### config.mk
export PLATFORM = sky130hd
export DESIGN_NAME = two_wire_master_slave_port
export DESIGN_NICKNAME = d
export VERILOG_FILES = /design/src/hdl/twi_pkg.sv /design/src/hdl/glitch_filter.sv /design/src/hdl/twi_slave.sv /design/src/hdl/two_wire_master_slave_port.sv
export VERILOG_INCLUDE_DIRS = /design/src /design/src/hdl
export SDC_FILE = /design/constraint.sdc
export NUM_CORES = 1
export LEC_CHECK = 0
export BUFFER_PORTS_ARGS = -buffer_cell sky130_fd_sc_hd__buf_2
export CORE_MARGIN = 10
export CORE_UTILIZATION = 50
export CTS_BUF_LIST = sky130_fd_sc_hd__clkbuf_8
export DETAILED_ROUTE_END_ITERATION = 16
export PLACE_DENSITY = 0.72
export SETUP_SLACK_MARGIN = 0.4
export SLEW_MARGIN = 25
export SYNTH_ARGS = -nofsm -noshare
export SYNTH_HDL_FRONTEND = slang
export SYNTH_SLANG_ARGS = --single-unit
### constraint.sdc
create_clock -name clk -period 2.9 [get_ports clk]
set_input_delay 0.145 -clock clk [delete_from_list [all_inputs] [get_ports clk]]
set_output_delay 0.145 -clock clk [all_outputs]
set_load 0.02 [all_outputs]
### src/hdl/twi_params.svh
// What this block does
// - Accept only the eight listed command combinations
// - Illegal command word causes no bus action
// - Valid command launches sequence using transmit buffer
// - Master returns selected ACK or NACK after reads
// - Command bit clears pending master interrupt
// - Address and direction wait in transmit buffer
// - Transmit buffer holds one byte until command
// - Received bytes land in readable receive buffer
// - Bus-busy flag covers other masters too
// - Transfer-in-progress flag until own transfer ends
// - Record whether last slave answer was NACK
// - Flag lost arbitration against another master
// - Slave never drives clock, only data
// - Slave own address is 7 or 10 bits
// - Eight-bit mask gates each slave event
// - Mask bits 0-2: request, taken, available
// - Mask bits 3-4: burst end, protocol error
// - Optional filter drops pulses below 62.5 ns
// - Slave flow control always in NACK mode
// - Bus clock is 16/(5*(divider+1)) MHz
`ifndef TWI_PARAMS_SVH
`define TWI_PARAMS_SVH
`define CMD_IDLE 4'h0
`define CMD_START_WRITE 4'h9
`define CMD_START_WRITE_STOP 4'hD
`define CMD_READ_STOP 4'h6
`define CMD_WRITE_STOP 4'h5
`define CMD_WRITE 4'h1
`define CMD_READ 4'h2
`define CMD_STOP 4'h4
`define CLK_MHZ 8'hC8
`define PERIPH_MHZ 8'h10
`define LAST_PHASE 3'h4
`define CLK_PS 5000
`define FILTER_PS 62500
`define FILTER_CYCLES ((`FILTER_PS + `CLK_PS - 1) / `CLK_PS)
`define TEN_BIT_PREFIX 5'h1E
`define EV_DATA_REQUEST 0
`define EV_DATA_TAKEN 1
`define EV_DATA_AVAILABLE 2
`define EV_BURST_END 3
`define EV_PROTOCOL_ERROR 4
`endif

### src/hdl/twi_pkg.sv
package twi_pkg;
	typedef enum {M_IDLE, M_START, M_DATA, M_ACK, M_STOP} master_state_t;
	typedef enum {S_IDLE, S_ADDR, S_ADDR2, S_ADDR_ACK, S_RX, S_RX_ACK, S_TX,
		S_TX_ACK, S_WAIT} slave_state_t;
	typedef logic [3:0] command_t;
	typedef logic [7:0] byte_t;
	typedef logic [4:0] events_t;
endpackage : twi_pkg

### src/hdl/glitch_filter.sv
`timescale 1ns/100ps
`include "twi_params.svh"
module glitch_filter
	import twi_pkg::*;
(
	input wire logic clk,
	input wire logic clk_en,
	input wire logic sys_rst,
	input wire logic filter_on,
	input wire logic line_in,
	output logic line_out
);
	logic [3:0] count;

	// Output follows only after the input differs for the full window
	always_ff @(posedge clk) begin
		if (sys_rst) begin
			line_out <= 1'b1;
			count <= 4'h0;
		end else if (clk_en) begin
			if (!filter_on || line_in == line_out) begin
				line_out <= filter_on ? line_out : line_in;
				count <= 4'h0;
			end else if (count == 4'(`FILTER_CYCLES - 1)) begin
				line_out <= line_in;
				count <= 4'h0;
			end else begin
				count <= count + 4'h1;
			end
		end
	end
endmodule : glitch_filter

### src/hdl/twi_slave.sv
`timescale 1ns/100ps
`include "twi_params.svh"
module twi_slave
	import twi_pkg::*;
(
	input wire logic clk,
	input wire logic clk_en,
	input wire logic sys_rst,
	input wire logic slave_enable,
	input wire logic sda_f,
	input wire logic scl_rise,
	input wire logic scl_fall,
	input wire logic start_seen,
	input wire logic stop_seen,
	input wire logic [9:0] own_address,
	input wire logic ten_bit_address_select,
	input wire logic [7:0] slave_event_enable_mask,
	input wire logic [7:0] slave_tx_data,
	input wire logic slave_tx_load,
	input wire logic slave_rx_take,
	output logic sda_low,
	output byte_t slave_rx_data,
	output events_t slave_events,
	output logic slave_irq,
	output logic slave_busy
);
	slave_state_t state, after_ack;
	byte_t shift, tx_buf;
	logic [3:0] bit_cnt;
	logic rx_full, tx_full, ten_matched;
	events_t ev;

	// Byte engine: sample on rising clock, change data on falling clock
	always_ff @(posedge clk) begin
		if (sys_rst || !slave_enable) begin
			state <= S_IDLE;
			after_ack <= S_IDLE;
			shift <= 8'h00;
			bit_cnt <= 4'h0;
			sda_low <= 1'b0;
			ten_matched <= 1'b0;
			rx_full <= 1'b0;
			slave_rx_data <= 8'h00;
		end else if (clk_en) begin
			if (slave_rx_take)
				rx_full <= 1'b0;
			if (start_seen) begin
				state <= S_ADDR;
				bit_cnt <= 4'h0;
				sda_low <= 1'b0;
			end else if (stop_seen) begin
				state <= S_IDLE;
				sda_low <= 1'b0;
				ten_matched <= 1'b0;
			end else if (scl_rise && state inside {S_ADDR, S_ADDR2, S_RX, S_TX}) begin
				if (state != S_TX)
					shift <= {shift[6:0], sda_f};
				bit_cnt <= bit_cnt + 4'h1;
			end else if (scl_rise && state == S_TX_ACK && sda_f) begin
				after_ack <= S_WAIT; // Master NACK ends the read burst
			end else if (scl_fall) begin
				unique case (state)
					S_ADDR: if (bit_cnt == 4'h8) begin
						if (!ten_bit_address_select && shift[7:1] == own_address[6:0]) begin
							sda_low <= 1'b1;
							after_ack <= shift[0] ? S_TX : S_RX;
							state <= S_ADDR_ACK;
						end else if (ten_bit_address_select && shift[7:3] == `TEN_BIT_PREFIX
							&& shift[2:1] == own_address[9:8]
							&& (!shift[0] || ten_matched)) begin
							sda_low <= 1'b1;
							after_ack <= shift[0] ? S_TX : S_ADDR2;
							state <= S_ADDR_ACK;
						end else begin
							state <= S_WAIT;
						end
					end
					S_ADDR2: if (bit_cnt == 4'h8) begin
						if (shift == own_address[7:0]) begin
							sda_low <= 1'b1;
							ten_matched <= 1'b1;
							after_ack <= S_RX;
							state <= S_ADDR_ACK;
						end else begin
							state <= S_WAIT;
						end
					end
					S_RX: if (bit_cnt == 4'h8) begin
						sda_low <= !rx_full;
						if (!rx_full) begin
							slave_rx_data <= shift;
							rx_full <= 1'b1;
						end
						state <= S_RX_ACK;
					end
					S_TX: if (bit_cnt == 4'h8) begin
						sda_low <= 1'b0;
						after_ack <= S_TX;
						state <= S_TX_ACK;
					end else begin
						sda_low <= !shift[6];
						shift <= {shift[6:0], 1'b0};
					end
					S_ADDR_ACK, S_RX_ACK, S_TX_ACK: begin
						bit_cnt <= 4'h0;
						state <= (state == S_RX_ACK) ? S_RX : after_ack;
						sda_low <= 1'b0;
						if (after_ack == S_TX) begin
							shift <= tx_buf;
							sda_low <= !tx_buf[7];
						end
					end
					S_IDLE, S_WAIT: begin
						sda_low <= 1'b0;
					end
				endcase
			end
		end
	end

	// Transmit buffer: load from the agent, freed when copied into the shift register
	always_ff @(posedge clk) begin
		if (sys_rst || !slave_enable) begin
			tx_buf <= 8'hFF;
			tx_full <= 1'b0;
		end else if (clk_en) begin
			if (slave_tx_load) begin
				tx_buf <= slave_tx_data;
				tx_full <= 1'b1;
			end else if (ev[`EV_DATA_TAKEN]) begin
				tx_full <= 1'b0;
			end
		end
	end

	// Event pulses; a reload from an empty buffer repeats the old byte
	always_comb begin
		ev = 5'h00;
		if (clk_en && slave_enable) begin
			ev[`EV_DATA_TAKEN] = scl_fall && !start_seen && !stop_seen
				&& state inside {S_ADDR_ACK, S_TX_ACK} && after_ack == S_TX;
			ev[`EV_DATA_REQUEST] = ev[`EV_DATA_TAKEN] && !tx_full;
			ev[`EV_DATA_AVAILABLE] = scl_fall && !start_seen && !stop_seen
				&& state == S_RX && bit_cnt == 4'h8 && !rx_full;
			ev[`EV_BURST_END] = (stop_seen && state inside {S_RX, S_TX_ACK, S_WAIT})
				|| (scl_rise && state == S_TX_ACK && sda_f);
			// A condition at a byte boundary follows one clock rise, so count 1 is clean
			ev[`EV_PROTOCOL_ERROR] = (start_seen || stop_seen) && bit_cnt > 4'h1
				&& bit_cnt != 4'h8 && state inside {S_ADDR, S_ADDR2, S_RX, S_TX};
		end
	end

	// Mask gating; bits 7:5 of the mask have no event behind them
	always_ff @(posedge clk) begin
		if (sys_rst) begin
			slave_events <= 5'h00;
			slave_irq <= 1'b0;
			slave_busy <= 1'b0;
		end else if (clk_en) begin
			slave_events <= ev & slave_event_enable_mask[4:0];
			slave_irq <= |(ev & slave_event_enable_mask[4:0]);
			slave_busy <= state != S_IDLE && state != S_WAIT;
		end
	end
endmodule : twi_slave

### src/hdl/two_wire_master_slave_port.sv
`timescale 1ns/100ps
`include "twi_params.svh"
module two_wire_master_slave_port
	import twi_pkg::*;
(
	input wire logic clk,
	input wire logic clk_en,
	input wire logic sys_rst,
	input wire logic scl_in,
	output logic scl_out,
	output logic scl_oe,
	input wire logic sda_in,
	output logic sda_out,
	output logic sda_oe,
	input wire logic glitch_filter_on,
	input wire logic master_enable,
	input wire logic [7:0] bus_clock_divider,
	input wire logic [6:0] target_address,
	input wire logic direction_is_read,
	input wire logic address_load,
	input wire logic [7:0] tx_data,
	input wire logic data_load,
	input wire logic begin_condition_request,
	input wire logic end_condition_request,
	input wire logic slave_read_request,
	input wire logic slave_write_request,
	input wire logic acknowledge_select,
	input wire logic interrupt_clear_request,
	input wire logic command_strobe,
	output byte_t rx_data,
	output logic bus_busy,
	output logic transfer_in_progress,
	output logic nack_received,
	output logic arbitration_lost,
	output logic command_refused,
	output logic master_irq,
	input wire logic slave_enable,
	input wire logic [9:0] own_address,
	input wire logic ten_bit_address_select,
	input wire logic [7:0] slave_event_enable_mask,
	input wire logic flow_control_select,
	output logic flow_control_invalid,
	input wire logic [7:0] slave_tx_data,
	input wire logic slave_tx_load,
	input wire logic slave_rx_take,
	output byte_t slave_rx_data,
	output events_t slave_events,
	output logic slave_irq,
	output logic slave_busy
);
	logic scl_s1, scl_s2, sda_s1, sda_s2;
	logic scl_f, sda_f, scl_prev, sda_prev;
	logic start_seen, stop_seen, scl_rise, scl_fall;
	logic slave_sda_low;
	master_state_t state;
	command_t cmd, run_cmd;
	logic cmd_ok, accept, done_pulse, arb_hit, phase_tick, tick16;
	logic [2:0] phase;
	logic [2:0] bit_cnt;
	logic [7:0] acc, div_cnt;
	byte_t tx_buf, shift;
	logic scl_low, sda_low, send_nack;

	////////////////////////////////////////////////////////////////////////
	// Pin capture, filtering and condition detection

	// Two-stage synchronisers; only the second stage is read further on
	always_ff @(posedge clk) begin
		if (sys_rst) begin
			scl_s1 <= 1'b1;
			scl_s2 <= 1'b1;
			sda_s1 <= 1'b1;
			sda_s2 <= 1'b1;
		end else if (clk_en) begin
			scl_s1 <= scl_in;
			scl_s2 <= scl_s1;
			sda_s1 <= sda_in;
			sda_s2 <= sda_s1;
		end
	end

	glitch_filter scl_filter (
		.clk(clk),
		.clk_en(clk_en),
		.sys_rst(sys_rst),
		.filter_on(glitch_filter_on),
		.line_in(scl_s2),
		.line_out(scl_f)
	);

	glitch_filter sda_filter (
		.clk(clk),
		.clk_en(clk_en),
		.sys_rst(sys_rst),
		.filter_on(glitch_filter_on),
		.line_in(sda_s2),
		.line_out(sda_f)
	);

	// Previous filtered levels for edge and condition detection
	always_ff @(posedge clk) begin
		if (sys_rst) begin
			scl_prev <= 1'b1;
			sda_prev <= 1'b1;
		end else if (clk_en) begin
			scl_prev <= scl_f;
			sda_prev <= sda_f;
		end
	end

	assign start_seen = scl_f && scl_prev && sda_prev && !sda_f;
	assign stop_seen = scl_f && scl_prev && !sda_prev && sda_f;
	assign scl_rise = scl_f && !scl_prev;
	assign scl_fall = !scl_f && scl_prev;

	// Busy follows wire conditions; an own launch sets it at once, and tying it to
	// the engine state would keep it up past our own stop
	always_ff @(posedge clk) begin
		if (sys_rst) begin
			bus_busy <= 1'b0;
		end else if (clk_en) begin
			if (start_seen || (accept && cmd != `CMD_IDLE))
				bus_busy <= 1'b1;
			else if (stop_seen)
				bus_busy <= 1'b0;
		end
	end

	////////////////////////////////////////////////////////////////////////
	// Master bus clock timebase

	// Fractional accumulator makes an exact average 16 MHz tick from 200 MHz
	always_ff @(posedge clk) begin
		if (sys_rst || (clk_en && state == M_IDLE)) begin
			acc <= 8'h00;
			div_cnt <= 8'h00;
		end else if (clk_en) begin
			acc <= tick16 ? acc + `PERIPH_MHZ - `CLK_MHZ : acc + `PERIPH_MHZ;
			if (tick16)
				div_cnt <= (div_cnt == bus_clock_divider) ? 8'h00 : div_cnt + 8'h01;
		end
	end

	assign tick16 = acc >= `CLK_MHZ - `PERIPH_MHZ;
	// Five phases of (divider+1) ticks make one bus clock period
	assign phase_tick = tick16 && div_cnt == bus_clock_divider;

	////////////////////////////////////////////////////////////////////////
	// Command decode and buffers

	assign cmd = {begin_condition_request, end_condition_request,
		slave_read_request, slave_write_request};

	// Only the eight listed words pass; start+stop only together with write, read+write never
	always_comb begin
		unique case (cmd)
			`CMD_IDLE, `CMD_START_WRITE, `CMD_START_WRITE_STOP, `CMD_READ_STOP,
			`CMD_WRITE_STOP, `CMD_WRITE, `CMD_READ, `CMD_STOP: cmd_ok = 1'b1;
			default: cmd_ok = 1'b0;
		endcase
	end

	// A command is taken only while the engine is idle
	assign accept = command_strobe && cmd_ok && state == M_IDLE && master_enable;
	assign arb_hit = state == M_DATA && phase == 3'h3 && phase_tick
		&& !run_cmd[1] && !sda_low && !sda_f;

	// Agent loads either an address byte (prefix byte for 10-bit) or data
	always_ff @(posedge clk) begin
		if (sys_rst) begin
			tx_buf <= 8'h00;
		end else if (clk_en) begin
			if (address_load)
				tx_buf <= {target_address, direction_is_read};
			else if (data_load)
				tx_buf <= tx_data;
		end
	end

	// Pulse for any refused word: illegal, issued while busy, or issued with the master disabled
	always_ff @(posedge clk) begin
		if (sys_rst)
			command_refused <= 1'b0;
		else if (clk_en)
			command_refused <= command_strobe && !accept;
	end

	////////////////////////////////////////////////////////////////////////
	// Master sequencer: each step is five phases

	always_ff @(posedge clk) begin
		if (sys_rst || !master_enable) begin
			state <= M_IDLE;
			run_cmd <= `CMD_IDLE;
			phase <= 3'h0;
			bit_cnt <= 3'h0;
			shift <= 8'h00;
			scl_low <= 1'b0;
			sda_low <= 1'b0;
			send_nack <= 1'b0;
			done_pulse <= 1'b0;
		end else if (clk_en) begin
			done_pulse <= 1'b0;
			if (state == M_IDLE) begin
				if (accept && cmd != `CMD_IDLE) begin
					run_cmd <= cmd;
					send_nack <= acknowledge_select;
					shift <= tx_buf;
					phase <= 3'h0;
					bit_cnt <= 3'h0;
					state <= cmd[3] ? M_START : (cmd[1] || cmd[0]) ? M_DATA : M_STOP;
				end
			end else if (arb_hit) begin
				// Back off at once so the winner keeps a clean bus
				state <= M_IDLE;
				scl_low <= 1'b0;
				sda_low <= 1'b0;
				done_pulse <= 1'b1;
			end else if (phase_tick) begin
				phase <= (phase == `LAST_PHASE) ? 3'h0 : phase + 3'h1;
				unique case (state)
					M_START: begin
						if (phase == 3'h0)
							sda_low <= 1'b0;
						if (phase == 3'h1)
							scl_low <= 1'b0;
						if (phase == 3'h3)
							sda_low <= 1'b1;
						if (phase == `LAST_PHASE) begin
							scl_low <= 1'b1;
							state <= M_DATA;
						end
					end
					M_DATA: begin
						if (phase == 3'h0)
							sda_low <= !run_cmd[1] && !shift[7];
						if (phase == 3'h2)
							scl_low <= 1'b0;
						if (phase == 3'h3)
							shift <= {shift[6:0], sda_f};
						if (phase == `LAST_PHASE) begin
							scl_low <= 1'b1;
							bit_cnt <= bit_cnt + 3'h1;
							if (bit_cnt == 3'h7)
								state <= M_ACK;
						end
					end
					M_ACK: begin
						if (phase == 3'h0)
							sda_low <= run_cmd[1] && !send_nack;
						if (phase == 3'h2)
							scl_low <= 1'b0;
						if (phase == `LAST_PHASE) begin
							scl_low <= 1'b1;
							sda_low <= 1'b0;
							state <= run_cmd[2] ? M_STOP : M_IDLE;
							done_pulse <= !run_cmd[2];
						end
					end
					M_STOP: begin
						if (phase == 3'h0)
							sda_low <= 1'b1;
						if (phase == 3'h1)
							scl_low <= 1'b0;
						if (phase == 3'h3)
							sda_low <= 1'b0;
						if (phase == `LAST_PHASE) begin
							state <= M_IDLE;
							done_pulse <= 1'b1;
						end
					end
					M_IDLE: begin
						state <= M_IDLE;
					end
				endcase
			end
		end
	end

	////////////////////////////////////////////////////////////////////////
	// Master status

	// Receive byte, last answer and arbitration record
	always_ff @(posedge clk) begin
		if (sys_rst) begin
			rx_data <= 8'h00;
			nack_received <= 1'b0;
			arbitration_lost <= 1'b0;
		end else if (clk_en) begin
			if (state == M_ACK && phase == 3'h3 && phase_tick) begin
				if (run_cmd[1])
					rx_data <= shift;
				else
					nack_received <= sda_f;
			end
			if (arb_hit)
				arbitration_lost <= 1'b1;
			else if (accept && cmd != `CMD_IDLE)
				arbitration_lost <= 1'b0;
		end
	end

	// Interrupt: completion sets it and wins over a same-cycle clear
	always_ff @(posedge clk) begin
		if (sys_rst) begin
			master_irq <= 1'b0;
			transfer_in_progress <= 1'b0;
		end else if (clk_en) begin
			if (done_pulse)
				master_irq <= 1'b1;
			else if (accept && interrupt_clear_request)
				master_irq <= 1'b0;
			transfer_in_progress <= (state != M_IDLE && !arb_hit)
				|| (accept && cmd != `CMD_IDLE);
		end
	end

	////////////////////////////////////////////////////////////////////////
	// Slave and pin drive

	twi_slave slave_port (
		.clk(clk),
		.clk_en(clk_en),
		.sys_rst(sys_rst),
		.slave_enable(slave_enable),
		.sda_f(sda_f),
		.scl_rise(scl_rise),
		.scl_fall(scl_fall),
		.start_seen(start_seen),
		.stop_seen(stop_seen),
		.own_address(own_address),
		.ten_bit_address_select(ten_bit_address_select),
		.slave_event_enable_mask(slave_event_enable_mask),
		.slave_tx_data(slave_tx_data),
		.slave_tx_load(slave_tx_load),
		.slave_rx_take(slave_rx_take),
		.sda_low(slave_sda_low),
		.slave_rx_data(slave_rx_data),
		.slave_events(slave_events),
		.slave_irq(slave_irq),
		.slave_busy(slave_busy)
	);

	// Open-drain: only the enables move; the slave never touches the clock
	always_ff @(posedge clk) begin
		if (sys_rst) begin
			scl_out <= 1'b0;
			sda_out <= 1'b0;
			scl_oe <= 1'b0;
			sda_oe <= 1'b0;
			flow_control_invalid <= 1'b0;
		end else if (clk_en) begin
			scl_oe <= scl_low;
			sda_oe <= sda_low || slave_sda_low;
			flow_control_invalid <= flow_control_select;
		end
	end
endmodule : two_wire_master_slave_port

==> results of run 1 <==
-- power groups by stage --
| stage | Sequential (mW) | Combinational (mW) | Clock [mW] |
|---|---|---|---|
| after floorplan | 1.78 | 0.200 | 0 |
| after global placement | 1.79 | 0.297 | 0 |
| after detailed placement | 1.79 | 0.301 | 0 |
| after CTS | 1.75 | 0.321 | 1.61 |
| after global routing | 1.76 | 0.354 | 1.67 |
| final | 1.75 | 0.321 | 1.57 |
-- cell usage after synthesis (4+ instances only) --
master    number
a21oi_2        4
dfxtp_1      123
inv_1         20
nand4_1       17
a211o_1       12
nand3_1       27
or3_1          6
and2_1         6
nor4_1         9
nand2_1       82
nor3_1        10
a311oi_1       8
xnor2_1       19
a21oi_1       40
buf_2          9
nor2_1        92
clkbuf_1      30
o21ai_0       28
nand2b_1      10
xor2_1        27
a211oi_1      12
a31oi_1        6
ha_1          19
a21o_1         5
a22oi_1        5
mux2i_1       43
a211oi_2       8
buf_4          7
buf_6          4
and3_1        10
nor2b_1       16
-- tightest hold or removal path, stage by stage --
cell	delay, ns
buf_2	0.09
mux2i_1	0.11
a211oi_1	0.08
-- cell type report --
class                           count  area share
Sequential cell                   123       0.313
Inverter                           20     0.00955
Multi-Input combinational cell    598       0.499
Clock buffer                       19      0.0333
Tap cell                          176      0.0280
Clock inverter                     11      0.0185
Timing Repair Buffer              130      0.0981
-- state kept, by name, indices dropped and copies added (netlist names), 2 cells and up --
signal	cells
div_cnt	8
slave_port.tx_buf	8
slave_port.after_ack	3
tx_buf	8
slave_port.bit_cnt	4
phase	3
run_cmd	2
bit_cnt	3
sda_filter.count	4
scl_filter.count	4
slave_port.state	4
slave_port.slave_rx_data	8
shift	8
state	3
rx_data	8
slave_port.shift	8
slave_port.slave_events	5
acc	5
-- metrics by stage --
stage	cell area (sq um)	utilization	hold slack (ns)	power [mW]
floorplan	6720	-	0.267	1.98
global placement	7270	0.552	0.355	2.09
detailed placement	7270	0.552	0.355	2.09
CTS	7860	0.596	0.00366	3.68
global route	7860	0.596	0.0174	3.78
finish	7860	0.596	0.0258	3.65
-- path summary, 6_finish.rpt --
path | cells past startpoint | slack, ns | start | end
setup reg to reg | 8 | 0.55 | slave_port.bit_cnt[1]$_SDFFE_PP0P_ | slave_port.slave_rx_data[2]$_SDFFE_PP0P_
hold / removal | 3 | 0.03 | tx_data[6] | tx_buf[6]$_SDFFE_PP0P_
setup / recovery | 8 | 0.55 | slave_port.bit_cnt[1]$_SDFFE_PP0P_ | slave_port.slave_rx_data[2]$_SDFFE_PP0P_
hold reg to reg | 1 | 0.45 | sda_s1$_SDFFE_PP1P_ | sda_s2$_SDFFE_PP1P_
-- layout by cell type (no fill, tap or decap), drive strengths merged, types with 19 or more instances in the layout --
| cell type | instances |
|---|---|
| nand2 | 83 |
| mux2i | 43 |
| inv | 21 |
| clkbuf | 19 |
| buf | 113 |
| xnor2 | 19 |
| xor2 | 27 |
| dfxtp | 123 |
| a211oi | 20 |
| nor2 | 94 |
| ha | 19 |
| a21oi | 44 |
| o21ai | 29 |
| nand3 | 28 |
-- per-layer routing --
metal,routed length (microns),part of all wire,GRT usage,vias up
li1,-,-,-,3005
met1,7840,0.46,0.227,2796
met2,8010,0.47,0.290,142
met3,858,0.050,0.0524,22
met4,322,0.019,0.0651,0
met5,0,0,0,-
-- cells by family after synthesis --
family,after synthesis,share of synthesized area
buffers and inverters,73,0.0509
other,1,0.000558
adders and majority gates,19,0.0354
AOI/OAI and AO/OA,165,0.176
muxes,44,0.0658
DFF,123,0.367
xor gates and xnor gates,46,0.0600
and+or+nand+nor,322,0.245
-- what timing repair did --
item,in CTS,in global routing
gates resized for setup,1,0
hold endpoints to repair,17,0
hold buffers,17,0
setup endpoints to repair,8,9
pin swaps,0,1
==> impl_metrics.py, run 1 <==
metrics = {
    "placement": {
        "dp_hpwl_microns": 12300,
        "finalWeightedCongestion": 0.962,
        "dp.cells": 1030,
        "pre_cts_slack_ns": 0.371,
        "io_buffers": 99,
    },
    "timing": {
        "worst_pin_slew_ns": 0.928,
        "layout_setup_ws_ns": 0.549,
        "rsz0062_at_grt": "no",
        "fin_crit_ns": 2.35,
        "setup_viol": 0,
        "finalCritPeriodShare": 0.811,
        "finalSetupTns_ns": 0,
        "slew_violations": 0,
        "skew_ns": 0.00839,
        "relSlewSlack": 0.379,
        "hold_viol": 0,
        "max_freq_mhz": 425,
    },
    "power_and_ir_drop": {
        "leakage_nw": 3.14,
        "clock_power_share": 0.431,
        "switchingPower_uw": 906,
        "p_per_area_nw_per_um2": 464,
        "intPower_mw": 2.74,
        "share_seq_of_total_power": 0.481,
        "sw_frac_of_total": 0.248,
        "combPwrFrac": 0.088,
        "ir_drop_mv": 0.409,
    },
    "clock_tree": {
        "clock-sinks": 123,
        "cts_tree": "built",
        "post_cts_buffers": 0,
        "clk_pin_slew_ns": 0.07,
        "insertion_delay_ns": 0.45,
        "cts_max_level": 4,
        "root_buffer": "clkbuf_8",
        "ctsLongestPathBuffers": 2,
        "cts_made_buffers": 17,
    },
    "finish": {
        "fillers": 1219,
        "layout.nets": 980,
        "antenna_cells": 0,
        "multi_input_area_sq_um": 3920,
        "layout-drive-gt1-share": 0.192,
        "regArea_sq_um": 2460,
        "syn_to_final_growth_pct": 17.0,
        "final-instance-count-excl-fill": 1077,
    },
    "global_routing": {
        "grt_pass1_wl_microns": 27400,
        "grt_max_degree": 35,
        "grt_overflow": 0,
        "grt_use_total": 0.181,
        "grt_antenna_before_repair": 0,
        "grt_pass1_vias": 5532,
    },
    "synth": {
        "synth-edff-count": 0,
        "yosysTopAreaCellShare": 0.367,
        "ys.flop_type": "dfxtp_1",
        "ys_types": 85,
        "yosys_warnings": 0,
        "ys_seq_area_frac": 0.367,
        "synth_area_leaders": "dfxtp_1, mux2i_1, nor2_1",
        "synth_largest_area_cell": "dfxtp_1",
        "syn_avg_cell_area_sq_um": 8.47,
        "synthArstFlopShare": 0,
        "ys_ff_latch": 123,
        "synthCells": 793,
        "netlist_area_sq_um": 6720,
    },
    "detailed_routing": {
        "viasPerCell": 5.54,
        "drt-pass1-iter-count": 4,
        "drtIter0Drc": 465,
        "routedWlPerCell_microns": 15.8,
        "postRouteAntennaNets": 0,
        "vias": 5965,
        "routed_wl_microns": 17000,
        "drc": 0,
    },
    "setup_path": {
        "end_kind": "flip-flop",
        "critPathTopFamily": "simple AND/OR/NAND/NOR gates",
        "cp_num_buf_inv": 1,
        "worstPathArrival_ns": 2.69,
        "crit_fanout": 9,
        "path_cells": "inv_1, ha_1, and3b_1, nand3_1, nor4_1, and3b_1, mux2i_1, nor2_1",
        "path_common_cell": "and3b_1",
        "crit_slowest_cell": "and3b_1",
        "crit_type": "reg2reg",
        "required_ns": 3.24,
        "startpoint_type": "flip-flop",
        "cp_slowest_stage_delay_ns": 0.55,
    },
    "job": {
        "max_cap_viol_count": 0,
    },
    "floorplanning": {
        "die_h_microns": 136,
        "die_x_microns": 136,
        "num_rows": 42,
        "num_io_pins": 105,
        "die_area_sq_um": 18500,
        "core-area_sq_um": 13200,
        "initial_core_util": 0.509,
    },
    "worst_hold_path": {
        "hp-class": "in2reg",
    },
    "outcome": {
        "status": "complete, no violations",
    },
}
No activity file was read; power rests on OpenSTA's default activity.
==> inputs of run 2 (changes only) <==
ABC_AREA = 1   (was default)
PLACE_DENSITY = 0.74   (was 0.72)
clock period = 2 ns   (was 2.9 ns; I/O delays follow)
==> run 2 against run 1 <==
  * Critical path depth up 5
  * Power up 61%
  * Synthesized cell count up 29%
  * Die area up 1.6%
  * Clock skew up 0.0043 ns
  * Sequential power up 46%
  * Cell count up 32%
  * Critical path type unchanged
  * Highest routed layer unchanged
==> impl_metrics.py, run 2 <==
metrics = {
    "detailed_routing": {
        "routed_wl_microns": 21800,
        "drc": 0,
        "postRouteAntennaNets": 0,
        "routedWlPerCell_microns": 15.3,
        "viasPerCell": 5.31,
        "drtIter0Drc": 490,
        "drt-pass1-iter-count": 5,
        "vias": 7567,
    },
    "floorplanning": {
        "die_h_microns": 137,
        "initial_core_util": 0.513,
        "num_io_pins": 105,
        "num_rows": 42,
        "die_x_microns": 137,
        "core-area_sq_um": 13300,
        "die_area_sq_um": 18800,
    },
    "clock_tree": {
        "cts_made_buffers": 17,
        "cts_tree": "built",
        "insertion_delay_ns": 0.46,
        "clk_pin_slew_ns": 0.08,
        "ctsLongestPathBuffers": 2,
        "clock-sinks": 123,
        "root_buffer": "clkbuf_8",
        "cts_max_level": 4,
    },
    "global_routing": {
        "grt_antenna_before_repair": 0,
        "grt_pass1_wl_microns": 33300,
        "met3_usage": 0.0568,
        "grt_pass1_vias": 6912,
        "grt_use_met1": 0.276,
        "grt_overflow": 0,
        "grt_max_degree": 31,
        "grt.met2_usage": 0.354,
        "grt_use_total": 0.217,
        "grt.busiest_layer": "met2",
    },
    "timing": {
        "finalSetupTns_ns": 0,
        "setup_viol": 0,
        "hold_viol": 0,
        "rsz0062_at_grt": "yes",
        "fin_crit_ns": 1.80,
        "skew_ns": 0.0127,
        "max_freq_mhz": 557,
        "holdWs_ns": 0.0164,
        "finalCritPeriodShare": 0.898,
        "slew_violations": 0,
    },
    "finish": {
        "syn_to_final_growth_pct": 42.3,
        "fin_area_sq_um": 9740,
        "layout-drive-gt1-share": 0.359,
        "final_cell_mix": "nand2_1, inv_1, buf_2, dfxtp_1, nor2_1",
        "mostFrequentLayoutCell": "nand2_1",
        "antenna_cells": 0,
        "final_core_util": 0.729,
        "layout.nets": 1327,
    },
    "setup_path": {
        "crit_type": "reg2reg",
        "critPathLaunch": "state[2]$_SDFFE_PP0P_",
        "crit_fanout": 5,
        "required_ns": 2.34,
        "startpoint_type": "flip-flop",
        "cp_slowest_stage_delay_ns": 0.37,
        "path_cells": "nor2_4, inv_4, nor2_4, nand2_2, nor2_4, buf_6, nand3_4, nand2_4, inv_1, nor2_2, nand3_1, nand2_1, nor2_1",
        "critPathTopFamily": "simple AND/OR/NAND/NOR gates",
        "crit_slowest_cell": "dfxtp_4",
        "worstPathArrival_ns": 2.14,
        "path_common_cell": "nor2_4",
        "cp_num_buf_inv": 3,
        "r2r-start": "state[2]$_SDFFE_PP0P_",
        "end_kind": "flip-flop",
    },
    "synth": {
        "ys_types": 48,
        "syn_avg_cell_area_sq_um": 6.70,
        "synth_compound_area_frac": 0.144,
        "synthArstFlopShare": 0,
        "synth_common_cells": "nand2_1, dfxtp_1, inv_1",
        "synth-simple-area-share": 0.343,
        "ys.flop_type": "dfxtp_1",
        "synth_area_leaders": "dfxtp_1, nand2_1, a21oi_1",
        "synth_fa_ha_area_frac": 0.0347,
        "netlist_area_sq_um": 6840,
        "synthXorXnorAreaFrac": 0.0205,
        "synthCells": 1021,
        "ys_ff_latch": 123,
        "synth_largest_area_cell": "dfxtp_1",
        "synth_top_family_by_area": "simple AND/OR/NAND/NOR gates",
        "yosysTopAreaCellShare": 0.360,
        "synth-edff-count": 0,
        "synth_mux_area_frac": 0,
        "yosysMostFrequentCell": "nand2_1",
        "ys_seq_area_frac": 0.360,
        "yosys_warnings": 0,
    },
    "power_and_ir_drop": {
        "leakage_nw": 4.53,
        "p_per_area_nw_per_um2": 603,
        "ir_drop_mv": 0.572,
    },
    "worst_hold_path": {
        "hp-class": "in2reg",
        "holdCritStartpoint": "tx_data[7]",
    },
    "placement": {
        "finalWeightedCongestion": 0.946,
        "place_area_sq_um": 7660,
        "dp_hpwl_microns": 13600,
        "io_buffers": 99,
    },
    "job": {
        "max_cap_viol_count": 0,
    },
    "outcome": {
        "status": "complete, no violations",
    },
}
-- run 2: layout make-up --
cell class | instances | area, sq um
repair inverters | 1 | 7.51
flip-flops and latches | 123 | 2520
clock buffers | 19 | 262
fillers | 1023 | 3610
inverters | 139 | 557
repair buffers | 221 | 1590
well taps | 176 | 220
clock inverters | 13 | 189
multi-input cells | 734 | 4380
-- run 2: worst min-delay path, cell delays in order --
cell and delay (ns):
buf_2 0.07, inv_1 0.03, nor2_1 0.07, a21oi_1 0.05, a21oi_1 0.12
-- run 2: metal layers --
metal	up-vias	routed length, microns
met5	-	0
met3	39	1510
li1	3738	-
met4	0	429
met1	3515	9190
met2	275	10600
-- run 2: final timing paths --
path / endpoint / cells after the start / slack, ns
worst max-delay path: state[1]$_SDFFE_PP0P_ / 13 / 0.20
worst min-delay path: tx_buf[7]$_SDFFE_PP0P_ / 5 / 0.02
worst max register to register: state[1]$_SDFFE_PP0P_ / 13 / 0.20
worst min register to register: master_irq$_SDFFE_PP0P_ / 2 / 0.46
-- run 2: through the flow --
stage	instances	setup slack (ns)	power, mW
after floorplan	1022	0.402	3.01
after global placement	1293	0.159	3.21
after detailed placement	1293	0.132	3.22
after CTS	1395	0.289	5.78
after global routing	1426	0.102	6.08
final	1426	0.204	5.87
-- run 2: repair_timing --
action	in CTS	in global routing
hold buffers	28	0
resized for setup	86	151
gates cloned	3	0
setup endpoints to repair	62	78
pin swaps	38	61
hold endpoints to repair	29	0
buffers inserted	39	31
-- run 2: logic make-up after synthesis --
group,after synthesis
other,1
adders and majority gates,19
buffers and inverters,167
and+or+nand+nor,513
xor gates and xnor gates,16
AOI/OAI and AO/OA,182
DFF,123
-- run 2: where the power goes --
part | leakage, nW | switching [mW] | internal (mW)
combinational | 3.29 | 0.487 | 0.328
clock | 0.223 | 1.07 | 1.43
sequential | 1.01 | 0.0495 | 2.50
total | 4.53 | 1.61 | 4.26
